--- src/include/pwm_pkg.sv ---
// constants and types for the pulse-width generator unit
// assumes a single 10 MHz clock domain and no register bus
//
// Functional notes
// - down mode: count load to zero, reload, keep counting down
// - up/down mode: count zero up to load, back down, repeat
// - direction low in down mode; in up/down, high while counting up
// - one-cycle zero pulse at value zero, load pulse at load value
// - down mode: load pulse follows zero pulse in the next cycle
// - each comparator pulses one cycle when its value equals counter
// - up/down matches split by direction into up and down events
// - a match value above load never produces a match pulse
// - four events in down mode, six in up/down mode
// - match events coinciding with zero or load are ignored by the signal actions
// - coincident matches: first signal uses A only, second B only
// - per event per signal action: none, toggle, low or high
// - dead-band off: both generated signals pass unchanged
// - dead-band on: first output is first signal, rise delayed
// - dead-band on: second output is inverse, rise delayed after fall
// - interrupt when any event in selected subset occurs
// - converter trigger when any event in second subset occurs
// - interrupt and trigger use raw events, not dead-band edges
// - counter, load and compare values are 16 bits
package pwm_pkg;
    localparam int CNT_W   = 16;
    localparam int DB_W    = 12;
    localparam int EVT_N   = 6;
    // event vector bit positions
    localparam int EV_ZERO = 0;
    localparam int EV_LOAD = 1;
    localparam int EV_AUP  = 2;
    localparam int EV_ADN  = 3;
    localparam int EV_BUP  = 4;
    localparam int EV_BDN  = 5;
    localparam logic [CNT_W-1:0] CNT_RST = 16'h0000;
    // action codes
    localparam logic [1:0] ACT_NONE = 2'h0;
    localparam logic [1:0] ACT_TGL  = 2'h1;
    localparam logic [1:0] ACT_LOW  = 2'h2;
    localparam logic [1:0] ACT_HIGH = 2'h3;
    typedef logic [EVT_N-1:0] evt_t;
endpackage

--- src/pwm_deadband.sv ---
// rising-edge delay stage used twice by the dead-band generator
// assumes the same clock and reset as the generator top
`timescale 1ns/100ps
`default_nettype none
module pwm_deadband
    import pwm_pkg::*;
#(
    parameter int W = pwm_pkg::DB_W
) (
    input  wire logic         clk_i,
    input  wire logic         rst_i,
    input  wire logic         sig_i,
    input  wire logic [W-1:0] delay_i,
    output logic              sig_o
);
    logic [W-1:0] cnt_q;
    logic [W-1:0] cnt_d;
    logic         out_q;
    logic         out_d;

    // falling edges pass at once; rising edges wait delay_i cycles
    always_comb begin
        cnt_d = cnt_q;
        out_d = out_q;
        if (!sig_i) begin
            out_d = 1'b0;
            cnt_d = '0;
        end else if (!out_q) begin
            if (cnt_q >= delay_i) begin
                out_d = 1'b1;
            end else begin
                cnt_d = cnt_q + 1'b1;
            end
        end
    end

    // register the delay state
    always_ff @(posedge clk_i or posedge rst_i) begin
        if (rst_i) begin
            cnt_q <= '0;
            out_q <= 1'b0;
        end else begin
            cnt_q <= cnt_d;
            out_q <= out_d;
        end
    end

    assign sig_o = out_q;
endmodule
`default_nettype wire

--- src/pwm_gen.sv ---
// single pulse-width generator: counter, comparators, actions,
// dead-band pair and interrupt / converter trigger selection
// assumes all control inputs are synchronous to SYS_CLK_I
`timescale 1ns/100ps
`default_nettype none
module pwm_gen
    import pwm_pkg::*;
(
    input  wire logic                       SYS_CLK_I,
    input  wire logic                       SYS_RST_I,
    input  wire logic                       ENABLE_I,
    input  wire logic                       UPDOWN_MODE_I,
    input  wire logic [pwm_pkg::CNT_W-1:0]  LOAD_I,
    input  wire logic [pwm_pkg::CNT_W-1:0]  CMP_A_I,
    input  wire logic [pwm_pkg::CNT_W-1:0]  CMP_B_I,
    input  wire logic [2*pwm_pkg::EVT_N-1:0] ACT_FIRST_I,
    input  wire logic [2*pwm_pkg::EVT_N-1:0] ACT_SECOND_I,
    input  wire logic                       DB_ENABLE_I,
    input  wire logic [pwm_pkg::DB_W-1:0]   DB_RISE_I,
    input  wire logic [pwm_pkg::DB_W-1:0]   DB_FALL_I,
    input  wire logic [pwm_pkg::EVT_N-1:0]  INT_SEL_I,
    input  wire logic [pwm_pkg::EVT_N-1:0]  TRIG_SEL_I,
    output logic [pwm_pkg::CNT_W-1:0]       COUNT_O,
    output logic                            DIR_O,
    output logic [pwm_pkg::EVT_N-1:0]       EVENTS_O,
    output logic                            PWM_OUT_FIRST_PIN_O,
    output logic                            PWM_OUT_SECOND_PIN_O,
    output logic                            INT_O,
    output logic                            ADC_TRIG_O
);
    import pwm_pkg::*;

    // apply one action code to a signal level
    function automatic logic apply_act(input logic [1:0] a,
                                       input logic       s);
        case (a)
            ACT_TGL:  apply_act = ~s;
            ACT_LOW:  apply_act = 1'b0;
            ACT_HIGH: apply_act = 1'b1;
            default:  apply_act = s;
        endcase
    endfunction

    // run all events through one action table, matches before zero/load
    function automatic logic gen_next(input logic [2*EVT_N-1:0] tbl,
                                      input evt_t ev, input logic s);
        logic r;
        r = s;
        for (int i = EVT_N - 1; i >= 0; i--) begin
            if (ev[i]) begin
                r = apply_act(tbl[2*i +: 2], r);
            end
        end
        gen_next = r;
    endfunction

    typedef enum logic {DIR_DOWN, DIR_UP} dir_t;

    logic [CNT_W-1:0] cnt_q;
    logic [CNT_W-1:0] cnt_d;
    dir_t             dir_q;
    dir_t             dir_d;
    evt_t             ev;
    logic             match_a;
    logic             match_b;
    logic             gen_first_q;
    logic             gen_first_d;
    logic             gen_second_q;
    logic             gen_second_d;
    logic             db_first;
    logic             db_second;
    logic             out_first_q;
    logic             out_first_d;
    logic             out_second_q;
    logic             out_second_d;
    evt_t             ev_q;
    evt_t             ev_d;
    logic             int_q;
    logic             int_d;
    logic             trig_q;
    logic             trig_d;
    logic             dir_out_q;
    logic             dir_out_d;
    logic [CNT_W-1:0] cnt_out_q;

    // counter next value and direction
    always_comb begin
        cnt_d = cnt_q;
        dir_d = dir_q;
        if (!ENABLE_I) begin
            cnt_d = CNT_RST;
            dir_d = DIR_DOWN;
        end else if (!UPDOWN_MODE_I) begin
            dir_d = DIR_DOWN;
            if (cnt_q == CNT_RST || cnt_q > LOAD_I) begin
                cnt_d = LOAD_I;
            end else begin
                cnt_d = cnt_q - 1'b1;
            end
        end else if (dir_q == DIR_UP) begin
            if (cnt_q >= LOAD_I) begin
                dir_d = DIR_DOWN;
                cnt_d = (LOAD_I == CNT_RST) ? CNT_RST
                                            : LOAD_I - 1'b1;
            end else begin
                cnt_d = cnt_q + 1'b1;
            end
        end else begin
            if (cnt_q == CNT_RST) begin
                dir_d = DIR_UP;
                cnt_d = (LOAD_I == CNT_RST) ? CNT_RST
                                            : 16'h0001;
            end else begin
                cnt_d = cnt_q - 1'b1;
            end
        end
    end

    // register the counter
    always_ff @(posedge SYS_CLK_I or posedge SYS_RST_I) begin
        if (SYS_RST_I) begin
            cnt_q <= CNT_RST;
            dir_q <= DIR_DOWN;
        end else begin
            cnt_q <= cnt_d;
            dir_q <= dir_d;
        end
    end

    // raw events from the current count
    assign match_a = ENABLE_I && (CMP_A_I <= LOAD_I)
                     && (cnt_q == CMP_A_I);
    assign match_b = ENABLE_I && (CMP_B_I <= LOAD_I)
                     && (cnt_q == CMP_B_I);
    always_comb begin
        ev          = '0;
        ev[EV_ZERO] = ENABLE_I && (cnt_q == CNT_RST);
        ev[EV_LOAD] = ENABLE_I && (cnt_q == LOAD_I);
        // down mode keeps direction low, so only the down events fire
        ev[EV_AUP]  = match_a && (dir_q == DIR_UP);
        ev[EV_ADN]  = match_a && (dir_q == DIR_DOWN);
        ev[EV_BUP]  = match_b && (dir_q == DIR_UP);
        ev[EV_BDN]  = match_b && (dir_q == DIR_DOWN);
    end

    // signal generation; matches dropped under zero or load
    always_comb begin
        evt_t ga;
        evt_t gb;
        ga = ev;
        gb = ev;
        if (ev[EV_ZERO] || ev[EV_LOAD]) begin
            ga[EV_AUP] = 1'b0;
            ga[EV_ADN] = 1'b0;
        end
        // first signal sees only A matches, second only B matches
        ga[EV_BUP] = 1'b0;
        ga[EV_BDN] = 1'b0;
        gb[EV_AUP] = 1'b0;
        gb[EV_ADN] = 1'b0;
        if (ev[EV_ZERO] || ev[EV_LOAD]) begin
            gb[EV_BUP] = 1'b0;
            gb[EV_BDN] = 1'b0;
        end
        if (!ENABLE_I) begin
            gen_first_d  = 1'b0;
            gen_second_d = 1'b0;
        end else begin
            gen_first_d  = gen_next(ACT_FIRST_I, ga, gen_first_q);
            gen_second_d = gen_next(ACT_SECOND_I, gb, gen_second_q);
        end
    end

    // register the generated signals
    always_ff @(posedge SYS_CLK_I or posedge SYS_RST_I) begin
        if (SYS_RST_I) begin
            gen_first_q  <= 1'b0;
            gen_second_q <= 1'b0;
        end else begin
            gen_first_q  <= gen_first_d;
            gen_second_q <= gen_second_d;
        end
    end

    // rising-edge delay of the first signal
    pwm_deadband #(.W(DB_W)) u_db_rise (
        .clk_i   (SYS_CLK_I),
        .rst_i   (SYS_RST_I),
        .sig_i   (gen_first_q),
        .delay_i (DB_RISE_I),
        .sig_o   (db_first)
    );

    // rising-edge delay of the inverted first signal
    pwm_deadband #(.W(DB_W)) u_db_fall (
        .clk_i   (SYS_CLK_I),
        .rst_i   (SYS_RST_I),
        .sig_i   (~gen_first_q),
        .delay_i (DB_FALL_I),
        .sig_o   (db_second)
    );

    // output pair select and event selectors
    always_comb begin
        if (DB_ENABLE_I) begin
            out_first_d  = db_first;
            out_second_d = db_second && ENABLE_I;
        end else begin
            out_first_d  = gen_first_q;
            out_second_d = gen_second_q;
        end
        ev_d      = ev;
        int_d     = |(ev & INT_SEL_I);
        trig_d    = |(ev & TRIG_SEL_I);
        dir_out_d = (dir_q == DIR_UP);
    end

    // register outputs
    always_ff @(posedge SYS_CLK_I or posedge SYS_RST_I) begin
        if (SYS_RST_I) begin
            out_first_q  <= 1'b0;
            out_second_q <= 1'b0;
            ev_q         <= '0;
            int_q        <= 1'b0;
            trig_q       <= 1'b0;
            dir_out_q    <= 1'b0;
            cnt_out_q    <= CNT_RST;
        end else begin
            out_first_q  <= out_first_d;
            out_second_q <= out_second_d;
            ev_q         <= ev_d;
            int_q        <= int_d;
            trig_q       <= trig_d;
            dir_out_q    <= dir_out_d;
            cnt_out_q    <= cnt_q;
        end
    end

    assign COUNT_O              = cnt_out_q;
    assign DIR_O                = dir_out_q;
    assign EVENTS_O             = ev_q;
    assign PWM_OUT_FIRST_PIN_O  = out_first_q;
    assign PWM_OUT_SECOND_PIN_O = out_second_q;
    assign INT_O                = int_q;
    assign ADC_TRIG_O           = trig_q;
endmodule
`default_nettype wire

--- config.mk ---
export PLATFORM = sky130hd
export DESIGN_NAME = pwm_gen
export DESIGN_NICKNAME = d
export VERILOG_FILES = /design/src/include/pwm_pkg.sv /design/src/pwm_deadband.sv /design/src/pwm_gen.sv
export SDC_FILE = /design/constraint.sdc
export NUM_CORES = 1
export LEC_CHECK = 0
export BUFFER_PORTS_ARGS = -buffer_cell sky130_fd_sc_hd__buf_4
export CAP_MARGIN = 20
export CORE_MARGIN = 4
export CORE_UTILIZATION = 55
export CTS_CLUSTER_SIZE = 25
export DETAILED_ROUTE_END_ITERATION = 7
export HOLD_SLACK_MARGIN = 0.08
export PLACE_DENSITY = 0.8
export SLEW_MARGIN = 20
export SYNTH_ARGS = -nofsm -noshare
export SYNTH_HDL_FRONTEND = slang
export SYNTH_SLANG_ARGS = --single-unit
export TNS_END_PERCENT = 10
--- constraint.sdc ---
create_clock -name SYS_CLK_I -period 3.75 [get_ports SYS_CLK_I]
set_input_delay 0 -clock SYS_CLK_I [delete_from_list [all_inputs] [get_ports SYS_CLK_I]]
set_output_delay 0 -clock SYS_CLK_I [all_outputs]
set_load 0.05 [all_outputs]
==> summary.md <==
| Metric | Value |
|---|---|
| Cells after Synth | `767` |
| Cell with the most instances after synthesis | `ha_1` |
| Top Ports | `140` |
| Critical path arrival | `3.90 ns` |
| Synth warnings | `0` |
| CTS tree | `yes` |
| Antenna violations before repair | `0` |
| Max_cap viols | `0` |
| Critical path class | `in2reg` |
| Main synth FF type | `dfrtp_1` |
| Syn Nets | `958` |
| Clock-pin slew on the worst setup and hold paths | `0.06 ns` |
| Commonest cells post-synth | `ha_1, dfrtp_1, inv_1` |
| Largest net degree at the start of global routing | `41` |
| R2r setup slk | `0.22 ns` |
| Slew @ Worst Pin | `0.9956 ns` |
| Port Buffers | `131` |
| CORE AREA | `11560 um2` |
| CP Buf/Inv Count | `4` |
| Post-DP HPWL | `16430 um` |
| CTS root buf | `clkbuf_16` |
| RR Endpoint | `gen_second_q` |
| Cell-by-cell trace of the critical path | `dlygate4sd3_1, buf_4, inv_1, nand4_1, nor4_1, and2_1, nor3b_1, nand2_1, nand2_1, o31a_1, o21ai_0, o211a_1, dlygate4sd3_1` |
| Hold path depth | `3` |
| Post-Syn Area | `6595 um2` |
| Nets@finish | `1108` |
| Clock H-tree levels | `3` |
| Final worst slack | `0.06740 ns` |
| RSZ-0062 raised after global routing | `false` |
| Fmax | `0.2715 GHz` |
| Leak Pwr | `3.993 nW` |
| Clk Latency, worst-skew pair | `0.34 ns` |
| Num CTS Buffers | `9` |
| Routability Congestion | `0.9857` |
| Number of synthesized flops with an enable pin | `0` |
| CP delay by family, top | `simple AND/OR/NAND/NOR gates` |
| Post-synthesis sequential area ratio | `27.32%` |
| Detail Route Antenna Nets | `0` |
| Cell Pwr Density | `532.9 nW/um2` |
| Clk sink count | `72` |
| Layout cells sized above 1 | `20.17%` |
| Die Y | `117.5 um` |
| Reg2Reg Launch Point | `cnt_q[4]` |
| Clock skew | `0.008072 ns` |
| Worst Hold Path EP | `cnt_q[15]` |
| Final Max Tran Viols | `0` |
| Met2 Resource Use GR | `52.06%` |
| Yosys reg bits | `72` |
| CP endpoint kind | `flip-flop` |
| Pre-CTS setup slack | `0.5042 ns` |
| Top cell type's share of synthesized area | `27.32%` |
| Vias in the first global route | `6900` |
| # DRC | `0` |
| Initial Util | `57.03%` |
| Total power | `4.424 mW` |
| Final hold vios | `0` |
| Max-Slew Margin vs Limit | `33.02%` |
| All-Layer GR Usage | `31.01%` |
| First-pass iteration count of the detailed router | `5` |
| Critical path's slowest cell | `dlygate4sd3_1` |
| Unique cell type count in the Yosys netlist | `65` |
| Antenna cells | `0` |
| CP max stage delay | `0.56 ns` |
| FF-to-FF path depth | `12` |
| WP data required | `3.97 ns` |
| Largest cells by area after synthesis | `dfrtp_1, ha_1, xnor2_1` |
| Hold Crit Class | `in2reg` |
| Hold Crit Start | `LOAD_I[15]` |
| Die area | `13810 um2` |
| Iter 0 DRT Violations | `625` |
| Drt via density | `6.238` |
| Post-CTS Setup Bufs | `0` |
| P&R area growth vs syn | `25.88%` |
| Mean area per synthesized cell | `8.599 um2` |
| CP Max Fanout | `9` |
| Final cell area excluding filler cells | `8302 um2` |
| Async SR Flop Fraction | `100.0%` |
| Fin Setup TNS | `0 ns` |
| Cell Rows | `39` |
| DP Area | `7729 um2` |
| Top Usage Layer GRT | `met2` |
| First-pass GRT wire length | `34890 um` |
| Period minus WS final | `3.683 ns` |
| Final period utilization | `98.20%` |
| Met3 GRT Util | `8.698%` |
| Final wirelength | `21590 um` |
| Routed wire length per instance | `20.27 um` |
| Synth area leader | `dfrtp_1` |
| Post-layout util | `71.78%` |
| Met1 Use GR | `37.09%` |
| Die W | `117.5 um` |
| Run status | `finished clean` |
| Endpoints failing setup | `0` |
| Routed vias | `6644` |
| Peak supply drop | `0.0002972 V` |
| CP startpoint kind | `primary input` |
| Clock Path Buffers | `2` |
| Grt total ovfl | `0` |
-- flip-flops by register name, summed over array words and instances, names as in the netlist --
| name | count |
|---|---|
| gen_second_q | 1 |
| EVENTS_O | 6 |
| PWM_OUT_SECOND_PIN_O | 1 |
| u_db_fall.cnt_q | 12 |
| u_db_fall.sig_o | 1 |
| u_db_rise.sig_o | 1 |
| DIR_O | 1 |
| PWM_OUT_FIRST_PIN_O | 1 |
| gen_first_q | 1 |
| COUNT_O | 16 |
| ADC_TRIG_O | 1 |
| dir_out_d | 1 |
| u_db_rise.cnt_q | 12 |
| INT_O | 1 |
| cnt_q | 16 |
-- area by class of cell --
cell class	count	area, um2
Clock inverter	5	56.30
Inverter	57	214.0
Multi-Input combinational cell	607	4469
Tap cell	143	178.9
Sequential cell	72	1802
Clock buffer	11	242.7
Timing Repair Buffer	170	1339
Fill cell	896	3263
-- power by group --
part | switching (mW) | total [mW] | internal, mW
logic | 1.38 | 2.33 | 0.952
clock network | 0.333 | 0.865 | 0.532
registers | 0.261 | 1.23 | 0.969
-- cell usage in the layout (no fill, tap or decap), types with 5 or more instances in the layout --
cell,instances
a21oi_1,43
clkbuf_16,9
mux2i_1,19
buf_4,145
a21o_1,21
and3_1,6
a31oi_1,7
ha_1,78
o21ai_0,21
or2_2,6
nor3_1,16
a211oi_1,15
o31ai_1,5
inv_1,54
nand3_1,26
nand2b_1,7
xor2_1,39
o211ai_1,5
mux2_2,5
nor4_1,16
o21a_1,11
nor2_1,50
xnor2_1,46
o32ai_1,5
or4_1,6
dlygate4sd3_1,25
a2111oi_0,5
and2_1,8
nand4_1,23
nand2_1,54
dfrtp_1,72
or3_1,10
-- cell families after synthesis --
kind of cell	Yosys count	synth area share (%)
xor+xnor	85	11.29
flops	72	27.32
compound gates	170	17.70
fa+ha+maj	78	14.80
simple gates	250	19.88
buf+inv	88	5.274
mux	24	3.737
-- worst reg2reg max path: cells and delay by family (launching register included) --
kind | cells | cell delay (ns)
simple gates | 5 | 1.22
buf+inv | 2 | 0.77
compound gates | 3 | 0.64
flops | 1 | 0.46
xor+xnor | 2 | 0.36
-- per-layer routing --
layer / vias to the layer above / part of all wire, %
met4: 0 / 3.7
met3: 55 / 7.8
met5: - / 0
li1: 3093 / -
met2: 328 / 49
met1: 3168 / 40
-- stage by stage --
step,cells,hold slack (ns)
detailed placement,1024,0.2199
finish,1065,0.09642
global route,1065,0.1072
CTS,1065,0.08634
floorplan,767,0.09645
global placement,1024,0.2118
-- repair_timing --
item / in CTS / in global routing
resized for setup: 0 / 4
hold buffers: 25 / 0
hold endpoints to repair: 59 / 0
endpoints found under the setup margin: 0 / 3
-- worst max path at each step --
stage                                  start                   to  slack, ns  depth (start not counted)
after floorplan           u_db_fall.cnt_q[0]   u_db_fall.cnt_q[7]       0.85                         13
after detailed placement  u_db_rise.cnt_q[0]   u_db_rise.cnt_q[4]       0.50                         12
after global routing               LOAD_I[1]           ADC_TRIG_O      0.004                         13
after global placement    u_db_fall.cnt_q[0]  u_db_fall.cnt_q[10]       0.63                         12
after CTS                          LOAD_I[2]            cnt_q[14]       0.17                         13
final                              LOAD_I[2]            cnt_q[14]       0.07                         13
Note: power is estimated with default switching activity, not from simulation.
